--- config.mk ---
export PLATFORM = sky130hd
export DESIGN_NAME = igc_master
export DESIGN_NICKNAME = d
export VERILOG_FILES = /design/src/hw/igc_pkg.sv /design/src/hw/igc_master.sv
export VERILOG_INCLUDE_DIRS = /design/src /design/src/hw
export SDC_FILE = /design/constraint.sdc
export NUM_CORES = 1
export LEC_CHECK = 0
export BUFFER_PORTS_ARGS = -buffer_cell sky130_fd_sc_hd__buf_2
export CORE_ASPECT_RATIO = 1.2
export CORE_MARGIN = 2
export CORE_UTILIZATION = 45
export CTS_BUF_LIST = sky130_fd_sc_hd__clkbuf_4 sky130_fd_sc_hd__clkbuf_8
export DETAILED_ROUTE_END_ITERATION = 8
export GPL_ROUTABILITY_DRIVEN = 0
export PLACE_DENSITY_LB_ADDON = 0.05
export SYNTH_ARGS = -nofsm -noshare
export SYNTH_HDL_FRONTEND = slang
export SYNTH_HIERARCHICAL = 1
export SYNTH_SLANG_ARGS = --single-unit
--- constraint.sdc ---
create_clock -name CORE_CLK_IN -period 5 [get_ports CORE_CLK_IN]
set_clock_uncertainty 0.05 [all_clocks]
set_input_delay 0.75 -clock CORE_CLK_IN [delete_from_list [all_inputs] [get_ports CORE_CLK_IN]]
set_output_delay 0.75 -clock CORE_CLK_IN [all_outputs]
set_load 0.005 [all_outputs]
--- src/hw/igc_regs.svh ---
// Purpose: Constants for the general call and master serial port block
// Assumes: Included by bare name
// Notes:   Mode codes select master or slave behaviour
`ifndef IGC_REGS_SVH
`define IGC_REGS_SVH

// -----------------------------------------------------------------
// Mode select codes
// -----------------------------------------------------------------
`define IGC_MODE_SLV7     4'h6
`define IGC_MODE_SLV10    4'h7
`define IGC_MODE_MASTER   4'h8
`define IGC_MODE_SLV7_SP  4'hE
`define IGC_MODE_SLV10_SP 4'hF

// -----------------------------------------------------------------
// Fields, values and counts
// -----------------------------------------------------------------
`define IGC_GC_ADDR       8'h00
`define IGC_TEN_HDR       5'h1E
`define IGC_BAUD_MSB      6
`define IGC_ADDR_BIT      4'h7
`define IGC_LAST_BIT      4'h8
`define IGC_SYNC_IDLE     3'h7
`define IGC_RX_WIDTH      8
`define IGC_RX_DEPTH      16

`endif

--- src/hw/igc_pkg.sv ---
// Purpose: Types for the general call and master serial port block
// Assumes: Used as igc_pkg::name
// Notes:   State codes left to the tool
package igc_pkg;

  // -----------------------------------------------------------------
  // Master sequencer states
  // -----------------------------------------------------------------
  typedef enum logic [2:0] {
    M_IDLE, M_SWAIT, M_SHOLD, M_TLOW, M_THIGH, M_PLOW, M_PSCLH, M_PSDAH
  } igc_mst_type;

  // -----------------------------------------------------------------
  // Slave receiver states
  // -----------------------------------------------------------------
  typedef enum logic [2:0] {
    S_IDLE, S_ADDR, S_ACK, S_DATA, S_DACK
  } igc_slv_type;

endpackage

--- src/hw/igc_master.sv ---
// Purpose: General call recognition and master start, send, stop
// Assumes: Pins are open drain, low drive when enable is low
// Notes:   Received bytes wait in a FIFO; full FIFO means no ack
//
// Contract
// - General call is all zero byte when enabled
// - Match pushes byte on eighth clock fall, interrupt flag on ninth
// - Ten bit general call leaves address flag clear
// - Ten bit normal match sets update address flag
// - Start and stop flags clear on reset, disable
// - Master events set port interrupt flag
// - Early transmit write dropped, collision flag set
// - First byte is address with direction bit
// - Eight bit bytes, acknowledge after each
// - Baud reload from low seven address bits
// - Transmit write starts baud counter, stops after ack
// - Counter counts to zero on Q2, Q4
// - Counter reloads while SCL held low
// - Start waits one period, then drives SDA low
// - Second period ends start, clears start request
// - Low lines or early SCL fall abort start
// - Slave ack stored, interrupt after ninth clock
// - Stop interrupt only after stop completes
// - Requests ignored and writes collide during start
`timescale 1ns/1ns
`include "igc_regs.svh"

// -----------------------------------------------------------------
// Receive FIFO
// -----------------------------------------------------------------
module igc_fifo #(
  parameter int WIDTH = `IGC_RX_WIDTH,
  parameter int DEPTH = `IGC_RX_DEPTH
) (
  // Clock and reset
  input  wire logic             clk_in,
  input  wire logic             rst_n_in,
  // Fill side
  input  wire logic             in_valid_in,
  input  wire logic [WIDTH-1:0] in_data_in,
  output logic                  in_ready_out,
  // Drain side
  output logic                  out_valid_out,
  output logic      [WIDTH-1:0] out_data_out,
  input  wire logic             out_ready_in
);
  localparam int AW = $clog2(DEPTH);

  logic [WIDTH-1:0] mem_r [DEPTH];
  logic [AW:0]      wr_r;
  logic [AW:0]      rd_r;
  logic             push;
  logic             pop;

  assign in_ready_out  = (wr_r - rd_r) != (AW+1)'(DEPTH);
  assign out_valid_out = wr_r != rd_r;
  assign out_data_out  = mem_r[rd_r[AW-1:0]];
  assign push          = in_valid_in && in_ready_out;
  assign pop           = out_valid_out && out_ready_in;

  always_ff @(posedge clk_in) begin
    if (!rst_n_in) begin
      wr_r <= '0;
      rd_r <= '0;
    end else begin
      if (push) begin
        wr_r <= wr_r + (AW+1)'(1);
      end
      if (pop) begin
        rd_r <= rd_r + (AW+1)'(1);
      end
    end
  end

  always_ff @(posedge clk_in) begin
    if (push) begin
      mem_r[wr_r[AW-1:0]] <= in_data_in;
    end
  end
endmodule

// -----------------------------------------------------------------
// Top
// -----------------------------------------------------------------
module igc_master (
  // Clock and reset
  input  wire logic       CORE_CLK_IN,
  input  wire logic       RST_N_IN,
  // Bus pins
  input  wire logic       SCL_IN,
  output logic            SCL_OUT,
  output logic            SCL_OE_N_OUT,
  input  wire logic       SDA_IN,
  output logic            SDA_OUT,
  output logic            SDA_OE_N_OUT,
  // Configuration
  input  wire logic       PORT_ENABLE_BIT_IN,
  input  wire logic [3:0] PORT_MODE_SELECT_IN,
  input  wire logic       GENERAL_CALL_ENABLE_IN,
  input  wire logic [7:0] ADDRESS_BAUD_REG_IN,
  // Requests
  input  wire logic       START_REQ_SET_IN,
  input  wire logic       STOP_REQ_SET_IN,
  input  wire logic       TX_WR_IN,
  input  wire logic [7:0] TX_DATA_IN,
  // Flag clears
  input  wire logic       INT_CLR_IN,
  input  wire logic       WRITE_COLLISION_FLAG_CLR_IN,
  input  wire logic       BCOL_CLR_IN,
  input  wire logic       UA_CLR_IN,
  // Receive stream
  output logic            RX_VALID_OUT,
  output logic [7:0]      RX_DATA_OUT,
  input  wire logic       RX_READY_IN,
  // Status
  output logic            START_REQUEST_BIT_OUT,
  output logic            STOP_REQUEST_BIT_OUT,
  output logic            TX_BUFFER_FULL_OUT,
  output logic            ACK_RECEIVED_STATUS_OUT,
  output logic            START_SEEN_OUT,
  output logic            STOP_SEEN_OUT,
  output logic            PORT_INTERRUPT_FLAG_OUT,
  output logic            WRITE_COLLISION_FLAG_OUT,
  output logic            BUS_COLLISION_FLAG_OUT,
  output logic            UPDATE_ADDRESS_FLAG_OUT
);
  // -----------------------------------------------------------------
  // Pin synchronisers
  // -----------------------------------------------------------------
  logic [1:0] pin_raw;
  logic [1:0] pin_s_r;
  logic [1:0] pin_d_r;
  assign pin_raw = {SDA_IN, SCL_IN};

  genvar gi;
  generate
    for (gi = 0; gi < 2; gi++) begin : g_sync
      logic [2:0] sh_r;
      always_ff @(posedge CORE_CLK_IN) begin
        if (!RST_N_IN) begin
          sh_r          <= `IGC_SYNC_IDLE;
          pin_s_r[gi]   <= 1'b1;
          pin_d_r[gi]   <= 1'b1;
        end else begin
          sh_r          <= {sh_r[1:0], pin_raw[gi]};
          pin_d_r[gi]   <= pin_s_r[gi];
          if (sh_r[1] == sh_r[2]) begin
            pin_s_r[gi] <= sh_r[2];
          end
        end
      end
    end
  endgenerate

  logic scl_s;
  logic sda_s;
  logic scl_rise;
  logic scl_fall;
  logic start_det;
  logic stop_det;
  assign scl_s     = pin_s_r[0];
  assign sda_s     = pin_s_r[1];
  assign scl_rise  = scl_s && !pin_d_r[0];
  assign scl_fall  = !scl_s && pin_d_r[0];
  assign start_det = scl_s && pin_d_r[0] && !sda_s && pin_d_r[1];
  assign stop_det  = scl_s && pin_d_r[0] && sda_s && !pin_d_r[1];

  // -----------------------------------------------------------------
  // Mode decode
  // -----------------------------------------------------------------
  logic en_mst;
  logic ten_bit;
  logic en_slv;
  assign en_mst  = PORT_ENABLE_BIT_IN && PORT_MODE_SELECT_IN == `IGC_MODE_MASTER;
  assign ten_bit = PORT_MODE_SELECT_IN == `IGC_MODE_SLV10
                || PORT_MODE_SELECT_IN == `IGC_MODE_SLV10_SP;
  assign en_slv  = PORT_ENABLE_BIT_IN && (ten_bit
                || PORT_MODE_SELECT_IN == `IGC_MODE_SLV7
                || PORT_MODE_SELECT_IN == `IGC_MODE_SLV7_SP);

  // -----------------------------------------------------------------
  // Baud counter
  // -----------------------------------------------------------------
  logic [1:0] phase_r;
  logic [6:0] brg_r;
  logic       brg_ld;
  logic       brg_zero;
  logic       tick;
  assign tick     = phase_r[0];
  assign brg_zero = brg_r == 7'h00;

  always_ff @(posedge CORE_CLK_IN) begin
    if (!RST_N_IN) begin
      phase_r <= 2'h0;
      brg_r   <= 7'h00;
    end else begin
      phase_r <= phase_r + 2'h1;
      if (brg_ld) begin
        brg_r <= ADDRESS_BAUD_REG_IN[`IGC_BAUD_MSB:0];
      end else if (tick && !brg_zero) begin
        brg_r <= brg_r - 7'h01;
      end
    end
  end

  // -----------------------------------------------------------------
  // Master requests
  // -----------------------------------------------------------------
  igc_pkg::igc_mst_type m_state_r;
  igc_pkg::igc_mst_type m_state_nxt;
  logic       sen_r;
  logic       pen_r;
  logic       bf_r;
  logic [7:0] tx_buf_r;
  logic       m_idle;
  logic       start_ok;
  logic       stop_ok;
  logic       tx_ok;
  logic       tx_bad;
  logic       sen_clr;
  logic       pen_clr;
  logic       bf_clr;
  assign m_idle   = m_state_r == igc_pkg::M_IDLE;
  assign start_ok = en_mst && START_REQ_SET_IN && !sen_r && !pen_r;
  assign stop_ok  = en_mst && STOP_REQ_SET_IN && !sen_r && !pen_r;
  assign tx_ok    = en_mst && TX_WR_IN && m_idle && !sen_r && !pen_r && !bf_r;
  assign tx_bad   = TX_WR_IN && !tx_ok;

  always_ff @(posedge CORE_CLK_IN) begin
    if (!RST_N_IN || !en_mst) begin
      sen_r <= 1'b0;
      pen_r <= 1'b0;
      bf_r  <= 1'b0;
    end else begin
      sen_r <= start_ok || (sen_r && !sen_clr);
      pen_r <= stop_ok || (pen_r && !pen_clr);
      bf_r  <= tx_ok || (bf_r && !bf_clr);
    end
  end

  always_ff @(posedge CORE_CLK_IN) begin
    if (!RST_N_IN) begin
      tx_buf_r <= 8'h00;
    end else if (tx_ok) begin
      tx_buf_r <= TX_DATA_IN;
    end
  end

  // -----------------------------------------------------------------
  // Master sequencer
  // -----------------------------------------------------------------
  logic [3:0] m_bit_r;
  logic [3:0] m_bit_nxt;
  logic [7:0] m_sr_r;
  logic [7:0] m_sr_nxt;
  logic       mscl_r;
  logic       mscl_nxt;
  logic       msda_r;
  logic       msda_nxt;
  logic       ack_r;
  logic       ack_nxt;
  logic       m_int;
  logic       m_bcol;

  always_comb begin
    m_state_nxt = m_state_r;
    m_bit_nxt   = m_bit_r;
    m_sr_nxt    = m_sr_r;
    mscl_nxt    = mscl_r;
    msda_nxt    = msda_r;
    ack_nxt     = ack_r;
    brg_ld      = 1'b0;
    m_int       = 1'b0;
    m_bcol      = 1'b0;
    sen_clr     = 1'b0;
    pen_clr     = 1'b0;
    bf_clr      = 1'b0;
    unique case (m_state_r)
      igc_pkg::M_IDLE: begin
        if (sen_r) begin
          if (scl_s && sda_s) begin
            brg_ld      = 1'b1;
            m_state_nxt = igc_pkg::M_SWAIT;
          end else begin
            m_bcol  = 1'b1;
            sen_clr = 1'b1;
          end
        end else if (pen_r) begin
          mscl_nxt    = 1'b1;
          msda_nxt    = 1'b1;
          brg_ld      = 1'b1;
          m_state_nxt = igc_pkg::M_PLOW;
        end else if (bf_r) begin
          m_sr_nxt    = tx_buf_r;
          m_bit_nxt   = 4'h0;
          mscl_nxt    = 1'b1;
          brg_ld      = 1'b1;
          m_state_nxt = igc_pkg::M_TLOW;
        end
      end
      igc_pkg::M_SWAIT: begin
        if (!scl_s || (brg_zero && !sda_s)) begin
          m_bcol      = 1'b1;
          sen_clr     = 1'b1;
          m_state_nxt = igc_pkg::M_IDLE;
        end else if (brg_zero) begin
          msda_nxt    = 1'b1;
          brg_ld      = 1'b1;
          m_state_nxt = igc_pkg::M_SHOLD;
        end
      end
      igc_pkg::M_SHOLD: begin
        if (brg_zero) begin
          sen_clr     = 1'b1;
          m_int       = 1'b1;
          m_state_nxt = igc_pkg::M_IDLE;
        end
      end
      igc_pkg::M_TLOW: begin
        msda_nxt = (m_bit_r == `IGC_LAST_BIT) ? 1'b0 : !m_sr_r[7];
        if (brg_zero) begin
          mscl_nxt    = 1'b0;
          brg_ld      = 1'b1;
          m_state_nxt = igc_pkg::M_THIGH;
        end
      end
      igc_pkg::M_THIGH: begin
        if (!scl_s) begin
          brg_ld = 1'b1;
        end else if (brg_zero) begin
          mscl_nxt = 1'b1;
          if (m_bit_r == `IGC_LAST_BIT) begin
            ack_nxt     = sda_s;
            m_int       = 1'b1;
            m_state_nxt = igc_pkg::M_IDLE;
          end else begin
            bf_clr      = m_bit_r == `IGC_ADDR_BIT;
            m_sr_nxt    = {m_sr_r[6:0], 1'b0};
            m_bit_nxt   = m_bit_r + 4'h1;
            brg_ld      = 1'b1;
            m_state_nxt = igc_pkg::M_TLOW;
          end
        end
      end
      igc_pkg::M_PLOW: begin
        if (brg_zero) begin
          mscl_nxt    = 1'b0;
          brg_ld      = 1'b1;
          m_state_nxt = igc_pkg::M_PSCLH;
        end
      end
      igc_pkg::M_PSCLH: begin
        if (!scl_s) begin
          brg_ld = 1'b1;
        end else if (brg_zero) begin
          msda_nxt    = 1'b0;
          brg_ld      = 1'b1;
          m_state_nxt = igc_pkg::M_PSDAH;
        end
      end
      igc_pkg::M_PSDAH: begin
        if (brg_zero) begin
          pen_clr     = 1'b1;
          m_int       = 1'b1;
          m_state_nxt = igc_pkg::M_IDLE;
        end
      end
    endcase
  end

  always_ff @(posedge CORE_CLK_IN) begin
    if (!RST_N_IN || !en_mst) begin
      m_state_r <= igc_pkg::M_IDLE;
      m_bit_r   <= 4'h0;
      m_sr_r    <= 8'h00;
      mscl_r    <= 1'b0;
      msda_r    <= 1'b0;
    end else begin
      m_state_r <= m_state_nxt;
      m_bit_r   <= m_bit_nxt;
      m_sr_r    <= m_sr_nxt;
      mscl_r    <= mscl_nxt;
      msda_r    <= msda_nxt;
    end
  end

  // -----------------------------------------------------------------
  // Slave receiver with general call
  // -----------------------------------------------------------------
  igc_pkg::igc_slv_type s_state_r;
  logic [7:0] s_sr_r;
  logic [3:0] s_cnt_r;
  logic       s_ack_r;
  logic       s_push_r;
  logic [7:0] s_push_d_r;
  logic       s_int;
  logic       rx_ready;
  logic       gc_hit;
  logic       ten_hit;
  logic       own_hit;
  logic       addr_hit;
  logic       ua_set;
  logic       byte_end;
  assign byte_end = scl_fall && s_cnt_r == `IGC_LAST_BIT;
  assign gc_hit   = GENERAL_CALL_ENABLE_IN && s_sr_r == `IGC_GC_ADDR;
  assign ten_hit  = s_sr_r[7:3] == `IGC_TEN_HDR
                 && s_sr_r[2:1] == ADDRESS_BAUD_REG_IN[2:1] && !s_sr_r[0];
  assign own_hit  = ten_bit ? ten_hit : s_sr_r[7:1] == ADDRESS_BAUD_REG_IN[7:1]
                 && !s_sr_r[0];
  assign addr_hit = (gc_hit || own_hit) && rx_ready;
  assign ua_set   = s_state_r == igc_pkg::S_ADDR && byte_end
                 && addr_hit && ten_bit && !gc_hit;
  assign s_int    = scl_fall && (s_state_r == igc_pkg::S_ACK
                 || s_state_r == igc_pkg::S_DACK);

  always_ff @(posedge CORE_CLK_IN) begin
    if (!RST_N_IN || !en_slv || stop_det) begin
      s_state_r <= igc_pkg::S_IDLE;
      s_cnt_r   <= 4'h0;
      s_ack_r   <= 1'b0;
    end else if (start_det) begin
      s_state_r <= igc_pkg::S_ADDR;
      s_cnt_r   <= 4'h0;
      s_ack_r   <= 1'b0;
    end else begin
      unique case (s_state_r)
        igc_pkg::S_IDLE: begin
        end
        igc_pkg::S_ADDR, igc_pkg::S_DATA: begin
          if (scl_rise) begin
            s_cnt_r <= s_cnt_r + 4'h1;
          end
          if (byte_end) begin
            s_ack_r   <= s_state_r == igc_pkg::S_ADDR ? addr_hit : rx_ready;
            s_state_r <= s_state_r == igc_pkg::S_ADDR
                       ? (addr_hit ? igc_pkg::S_ACK : igc_pkg::S_IDLE)
                       : (rx_ready ? igc_pkg::S_DACK : igc_pkg::S_IDLE);
          end
        end
        igc_pkg::S_ACK, igc_pkg::S_DACK: begin
          if (scl_fall) begin
            s_ack_r   <= 1'b0;
            s_cnt_r   <= 4'h0;
            s_state_r <= igc_pkg::S_DATA;
          end
        end
      endcase
    end
  end

  always_ff @(posedge CORE_CLK_IN) begin
    if (!RST_N_IN) begin
      s_sr_r     <= 8'h00;
      s_push_r   <= 1'b0;
      s_push_d_r <= 8'h00;
    end else begin
      if (scl_rise) begin
        s_sr_r <= {s_sr_r[6:0], sda_s};
      end
      s_push_r <= en_slv && byte_end && (s_state_r == igc_pkg::S_DATA
               ? rx_ready : s_state_r == igc_pkg::S_ADDR && addr_hit);
      if (byte_end) begin
        s_push_d_r <= s_sr_r;
      end
    end
  end

  igc_fifo #(
    .WIDTH (`IGC_RX_WIDTH),
    .DEPTH (`IGC_RX_DEPTH)
  ) igc_fifo_inst (
    .clk_in        (CORE_CLK_IN),
    .rst_n_in      (RST_N_IN),
    .in_valid_in   (s_push_r),
    .in_data_in    (s_push_d_r),
    .in_ready_out  (rx_ready),
    .out_valid_out (RX_VALID_OUT),
    .out_data_out  (RX_DATA_OUT),
    .out_ready_in  (RX_READY_IN)
  );

  // -----------------------------------------------------------------
  // Sticky flags
  // -----------------------------------------------------------------
  logic s_seen_r;
  logic p_seen_r;
  logic int_r;
  logic write_collision_flag_r;
  logic bcol_r;
  logic ua_r;

  always_ff @(posedge CORE_CLK_IN) begin
    if (!RST_N_IN || !PORT_ENABLE_BIT_IN) begin
      s_seen_r <= 1'b0;
      p_seen_r <= 1'b0;
      int_r    <= 1'b0;
      write_collision_flag_r   <= 1'b0;
      bcol_r   <= 1'b0;
      ua_r     <= 1'b0;
    end else begin
      s_seen_r <= start_det || (s_seen_r && !stop_det);
      p_seen_r <= stop_det || (p_seen_r && !start_det);
      int_r    <= m_int || s_int || (int_r && !INT_CLR_IN);
      write_collision_flag_r   <= tx_bad || (write_collision_flag_r && !WRITE_COLLISION_FLAG_CLR_IN);
      bcol_r   <= m_bcol || (bcol_r && !BCOL_CLR_IN);
      ua_r     <= ua_set || (ua_r && !UA_CLR_IN);
    end
  end

  always_ff @(posedge CORE_CLK_IN) begin
    if (!RST_N_IN) begin
      ack_r <= 1'b0;
    end else begin
      ack_r <= ack_nxt;
    end
  end

  // -----------------------------------------------------------------
  // Outputs
  // -----------------------------------------------------------------
  assign SCL_OUT                  = 1'b0;
  assign SCL_OE_N_OUT             = !mscl_r;
  assign SDA_OUT                  = 1'b0;
  assign SDA_OE_N_OUT             = !(msda_r || s_ack_r);
  assign START_REQUEST_BIT_OUT    = sen_r;
  assign STOP_REQUEST_BIT_OUT     = pen_r;
  assign TX_BUFFER_FULL_OUT       = bf_r;
  assign ACK_RECEIVED_STATUS_OUT  = ack_r;
  assign START_SEEN_OUT           = s_seen_r;
  assign STOP_SEEN_OUT            = p_seen_r;
  assign PORT_INTERRUPT_FLAG_OUT  = int_r;
  assign WRITE_COLLISION_FLAG_OUT = write_collision_flag_r;
  assign BUS_COLLISION_FLAG_OUT   = bcol_r;
  assign UPDATE_ADDRESS_FLAG_OUT  = ua_r;
endmodule

* After elaboration in Yosys (flattened, before gate mapping)
Memories as Yosys holds them, arrays and structs flattened. A register that Yosys moved wholly into a read port is not among the register bits.
Index checks and enable logic that the tools add are counted.
** Storage, ports and cells
- Bits in writable memories :: 128
- Memories :: 1
- Register bits after elaboration :: 89
- Input port bits :: 34
- Logic and storage cells :: 299
** Operators by class
- Reduce and logical (&&, ||, !) cells :: 119
- Muxes and demuxes :: 89
- Equal/unequal tests :: 50
- $add $sub $neg :: 7
** Memories
- igc_fifo_inst.mem_r :: words 16, width 8, rd ports 1, clocked after Yosys merged registers in 1, wr ports 1, RTL line igc_master.sv:49 : logic [WIDTH-1:0] mem_r [DEPTH];
** Operators with widths (number)
- $mux W3 :: 17
- $logic_and A1 B1 Y1 :: 49
- $mux W8 :: 6
- $mux W1 :: 40
- $mux W4 :: 10
- $ne A2 B2 Y1 const B :: 16
- $logic_not A1 Y1 :: 27
- $logic_or A1 B1 Y1 :: 21
- $pmux W3 S7 :: 1
- $eq A4 B4 Y1 const B :: 5
- $pmux W4 S2 :: 2
- $pmux W8 S2 :: 1
- $eq A3 B3 Y1 const B :: 5
- $mux W7 :: 2
- $reduce_and A7 Y1 :: 2
- $eq A3 B2 Y1 const B :: 4
- $eq A4 B3 Y1 const B :: 3
- $ne A3 B3 Y1 const B :: 4
- $add A5 B1 Y5 const B :: 2
- $reduce_and A10 Y1 :: 1
- $reduce_or A2 Y1 :: 5
- $reduce_and A3 Y1 :: 3
- $add A4 B1 Y4 const B :: 2
- $logic_not A8 Y1 :: 1
- 26 further kinds :: 36

* Logic depth before layout (Yosys ltp)
- Word-level depth :: 11
- Gate-level depth with buffers :: 12

* Modules after synthesis
The synthesis kept the hierarchy.
** Modules (own cells, without submodules)
- igc_fifo :: times used 1, cells each 281, area an instance 5659.2 µm²
- igc_master :: times used 1, cells each 474, area an instance 3906.2 µm²

* Worst setup path after synthesis
Ideal clock, no wire load.
- Path kind :: reg2reg
- From :: register igc_fifo_inst.rd_r[1]
- To :: memory igc_fifo_inst/mem_r[3][0] (netlist name) (enable)
- Cell stages (with the launch flop) :: 9
- Path slack :: 2.199 ns
- Required time :: 4.555 ns
- Arrival time :: 2.356 ns
- Cell sequence :: dfxtp_1 -> inv_1 -> ha_1 -> nor2b_4 -> o21a_1 -> o21a_1 -> o22a_1 -> buf_6 -> nor4_1
** On the way
- Cells in the longest elaborated chain, start to end :: 5
** Ends and longest elaborated chain
- start, declared :: RTL line igc_master.sv:51 : logic [AW:0] rd_r;
- start signal, assigned :: RTL line igc_master.sv:70 : rd_r <= rd_r + (AW+1)'(1);
- $sub A5 B5 Y5 :: RTL line igc_master.sv:55 : assign in_ready_out = (wr_r - rd_r) != (AW+1)'(DEPTH);
- $ne A5 B5 Y1 :: RTL line igc_master.sv:55
- $logic_and A1 B1 Y1 :: RTL line igc_master.sv:58 : assign push = in_valid_in && in_ready_out;
- $mux W1 :: RTL line igc_master.sv:76 : if (push) begin
- $mux W1 (not written as such) :: RTL line igc_master.sv:77 : mem_r[wr_r[AW-1:0]] <= in_data_in;
- end, declared :: RTL line igc_master.sv:49
Every way passes these cells.

==> results.txt <==
GR Util All Layers: 20.1%
Setup Total Neg Slack: 0 ns
n_diodes: 0
number of hold buffers added after CTS: 0
RSZ-0062 raised after global routing: false
leading cell type in the layout, fill and taps excluded: edfxtp_1
1st-pass router iterations: 5
main flop type after synthesis: edfxtp_1
Hold WS: 0.345 ns
Syn. warnings: 6
IO buf count: 54
Clock Root Buffer: clkbuf_8
global-route wire length before repair: 34600 um
setup slack after layout: 1.35 ns
CTS Buf Count: 37
Post-route DRC: 0
Cell Area, Synth: 9570 um^2
Pleak: 3.71 nW
Detail Placement HPWL: 14900 um
Distinct cells, synth: 72
Post-CTS Resized: 0
worst min-delay path class: reg2reg
status: complete, no violations
Routed Antenna Nets: 0
DIE WIDTH: 137 um
crit path launch type: flip-flop
Seq pwr share: 48.7%
data required time of the critical path: 4.20 ns
flops & latches, synth: 220
dpl ws: 1.80 ns
Max rail drop VDD: 0.295 mV
post-synthesis async set-or-reset flop share: 0%
TritonCTS clock tree: yes
CTS sink cnt: 220
Rows: 58
Combinational Power Share: 6.8%
CP Data Arrival Time: 2.85 ns
DIE AREA: 22400 um^2
antenna violations before repair: 0
Power, Total: 3.99 mW
Die H: 164 um
Max-Cap Viols: 0
DR WL/cell: 19.5 um
vias per inst: 5.64
Hold Violations, Final: 0
crit path capture type: output port
number of global-route vias before repair: 6391
Switching Share: 22.8%
initial core utilization: 45.8%
htree depth: 2
Clock power frac: 44.5%
Period minus WS final: 3.65 ns
postcts setup bufs: 0
critical path peak fanout: 32
Total Wirelength: 21600 um
core area: 20900 um^2
worst-case clock buffer depth: 3
Switch Pwr: 0.908 mW
# fillers: 1837
# IOs: 57
Tightest Pin Transition: 1.10 ns
layout cells sized above 1: 21.0%
Area Overhead vs Synth: 13.7%
Nets: 861
post-synthesis sequential area ratio: 59.4%
CTS clk-pin slew, worst paths: 0.06 ns
Core Util, Final: 52.0%
P_int: 3.08 mW
Max Freq: 0.274 GHz
post-route clock period utilization: 73.0%
Syn Area/Cell: 12.7 um^2
Vias: 6263
CP Class: reg2out
Post-synth EDFFs: 128
pin count of the biggest net entering global routing: 50
max-slew violation count: 0
GR Overflow Total: 0
Syn Inst Count: 755
final setup vio count: 0
first-iteration detailed-routing DRC count: 461
headroom to the max-slew limit: 26.4%
Cell Pwr Density: 367 nW/um^2
commonest cells after routing, fill and taps aside: edfxtp_1 (128), dfxtp_1 (91), nand2_1 (62), buf_2 (54), nor2_1 (47)
latest clock arrival within the worst-skew pair: 0.53 ns
## final cells by class
type	count	area [um^2]	share of cell area, %
Sequential cell	220	5690	52.3
Multi-Input combinational cell	468	3600	33.1
Clock buffer	49	618	5.69
Tap cell	270	338	3.11
Timing Repair Buffer	60	315	2.90
Clock inverter	18	218	2.00
Inverter	26	97.6	0.898
## registers in the layout, summed over array words and instances, names as in the netlist, 2 cells and up, named ones only
register	cells
s_state_r	3
s_push_d_r	8
brg_r	7
igc_fifo_inst/mem_r	128
m_sr_r	8
m_bit_r	4
g_sync.sh_r	6
m_state_r	3
s_sr_r	8
tx_buf_r	8
igc_fifo_inst/rd_r	5
s_cnt_r	4
pin_d_r	2
igc_fifo_inst/wr_r	5
## critical path, cell delays in order (launching register included)
cell and delay, ns:
dfxtp_2 1.06, mux4_2 0.62, mux4_2 0.49, buf_2 0.14
## cells by family after synthesis
group | after synthesis | synth area share, %
simple gates | 244 | 13.3
xor+xnor | 18 | 1.65
fa+ha+maj | 14 | 1.83
flops | 220 | 59.4
other cells | 1 | 0.0392
mux | 60 | 11.5
compound gates | 130 | 9.13
buf+inv | 68 | 3.05
## path summary, 6_finish.rpt
check,endpoint,startpoint,slack (ns),cells past startpoint
max,RX_DATA_OUT[5],flip-flop,1.35,3
max reg2reg,igc_fifo_inst/mem_r[2][4],igc_fifo_inst/wr_r[0],1.80,8
min reg2reg,g_sync[0].sh_r[1],g_sync[0].sh_r[0],0.35,1
min,g_sync[0].sh_r[1],g_sync[0].sh_r[0],0.35,1
## metal layers
layer / GRT usage [%] / vias up / wire length [um] / share of wire [%]
met3: 3.64 / 42 / 1050 / 4.9
li1: - / 2958 / - / -
met4: 6.19 / 0 / 412 / 1.9
met1: 25.0 / 3081 / 8990 / 42
met5: 0 / - / 0 / 0
met2: 35.5 / 182 / 11200 / 52
## power groups by stage
stage          logic, mW  registers (mW)  clock network (mW)
2_1_floorplan      0.203            1.97                   0
6_report           0.271            1.94                1.77
3_3_place_gp       0.268            1.98                   0
3_5_place_dp       0.268            1.98                   0
5_1_grt            0.303            1.95                1.91
4_1_cts            0.269            1.94                1.82
## synthesized netlist by cell type (19+ instances only)
cell type	n	area share [%]
a21oi_1	32	1.7
clkbuf_1	23	0.90
dfxtp_1	92	19
edfxtp_1	128	40
inv_1	25	0.98
mux2i_1	19	2.0
mux4_2	40	9.4
nand2_1	62	2.4
nand3_1	23	1.2
nor2_1	47	1.8
nor2b_1	24	1.6
o21ai_0	33	1.7
## stage by stage
| step | cell area [um^2] | cells |
|---|---|---|
| 5_1_grt | 10900 | 1111 |
| 2_1_floorplan | 9570 | 756 |
| 3_3_place_gp | 10000 | 1044 |
| 4_1_cts | 10900 | 1111 |
| 3_5_place_dp | 10000 | 1044 |
| 6_report | 10900 | 1111 |
No activity file was read; power rests on OpenSTA's default activity.
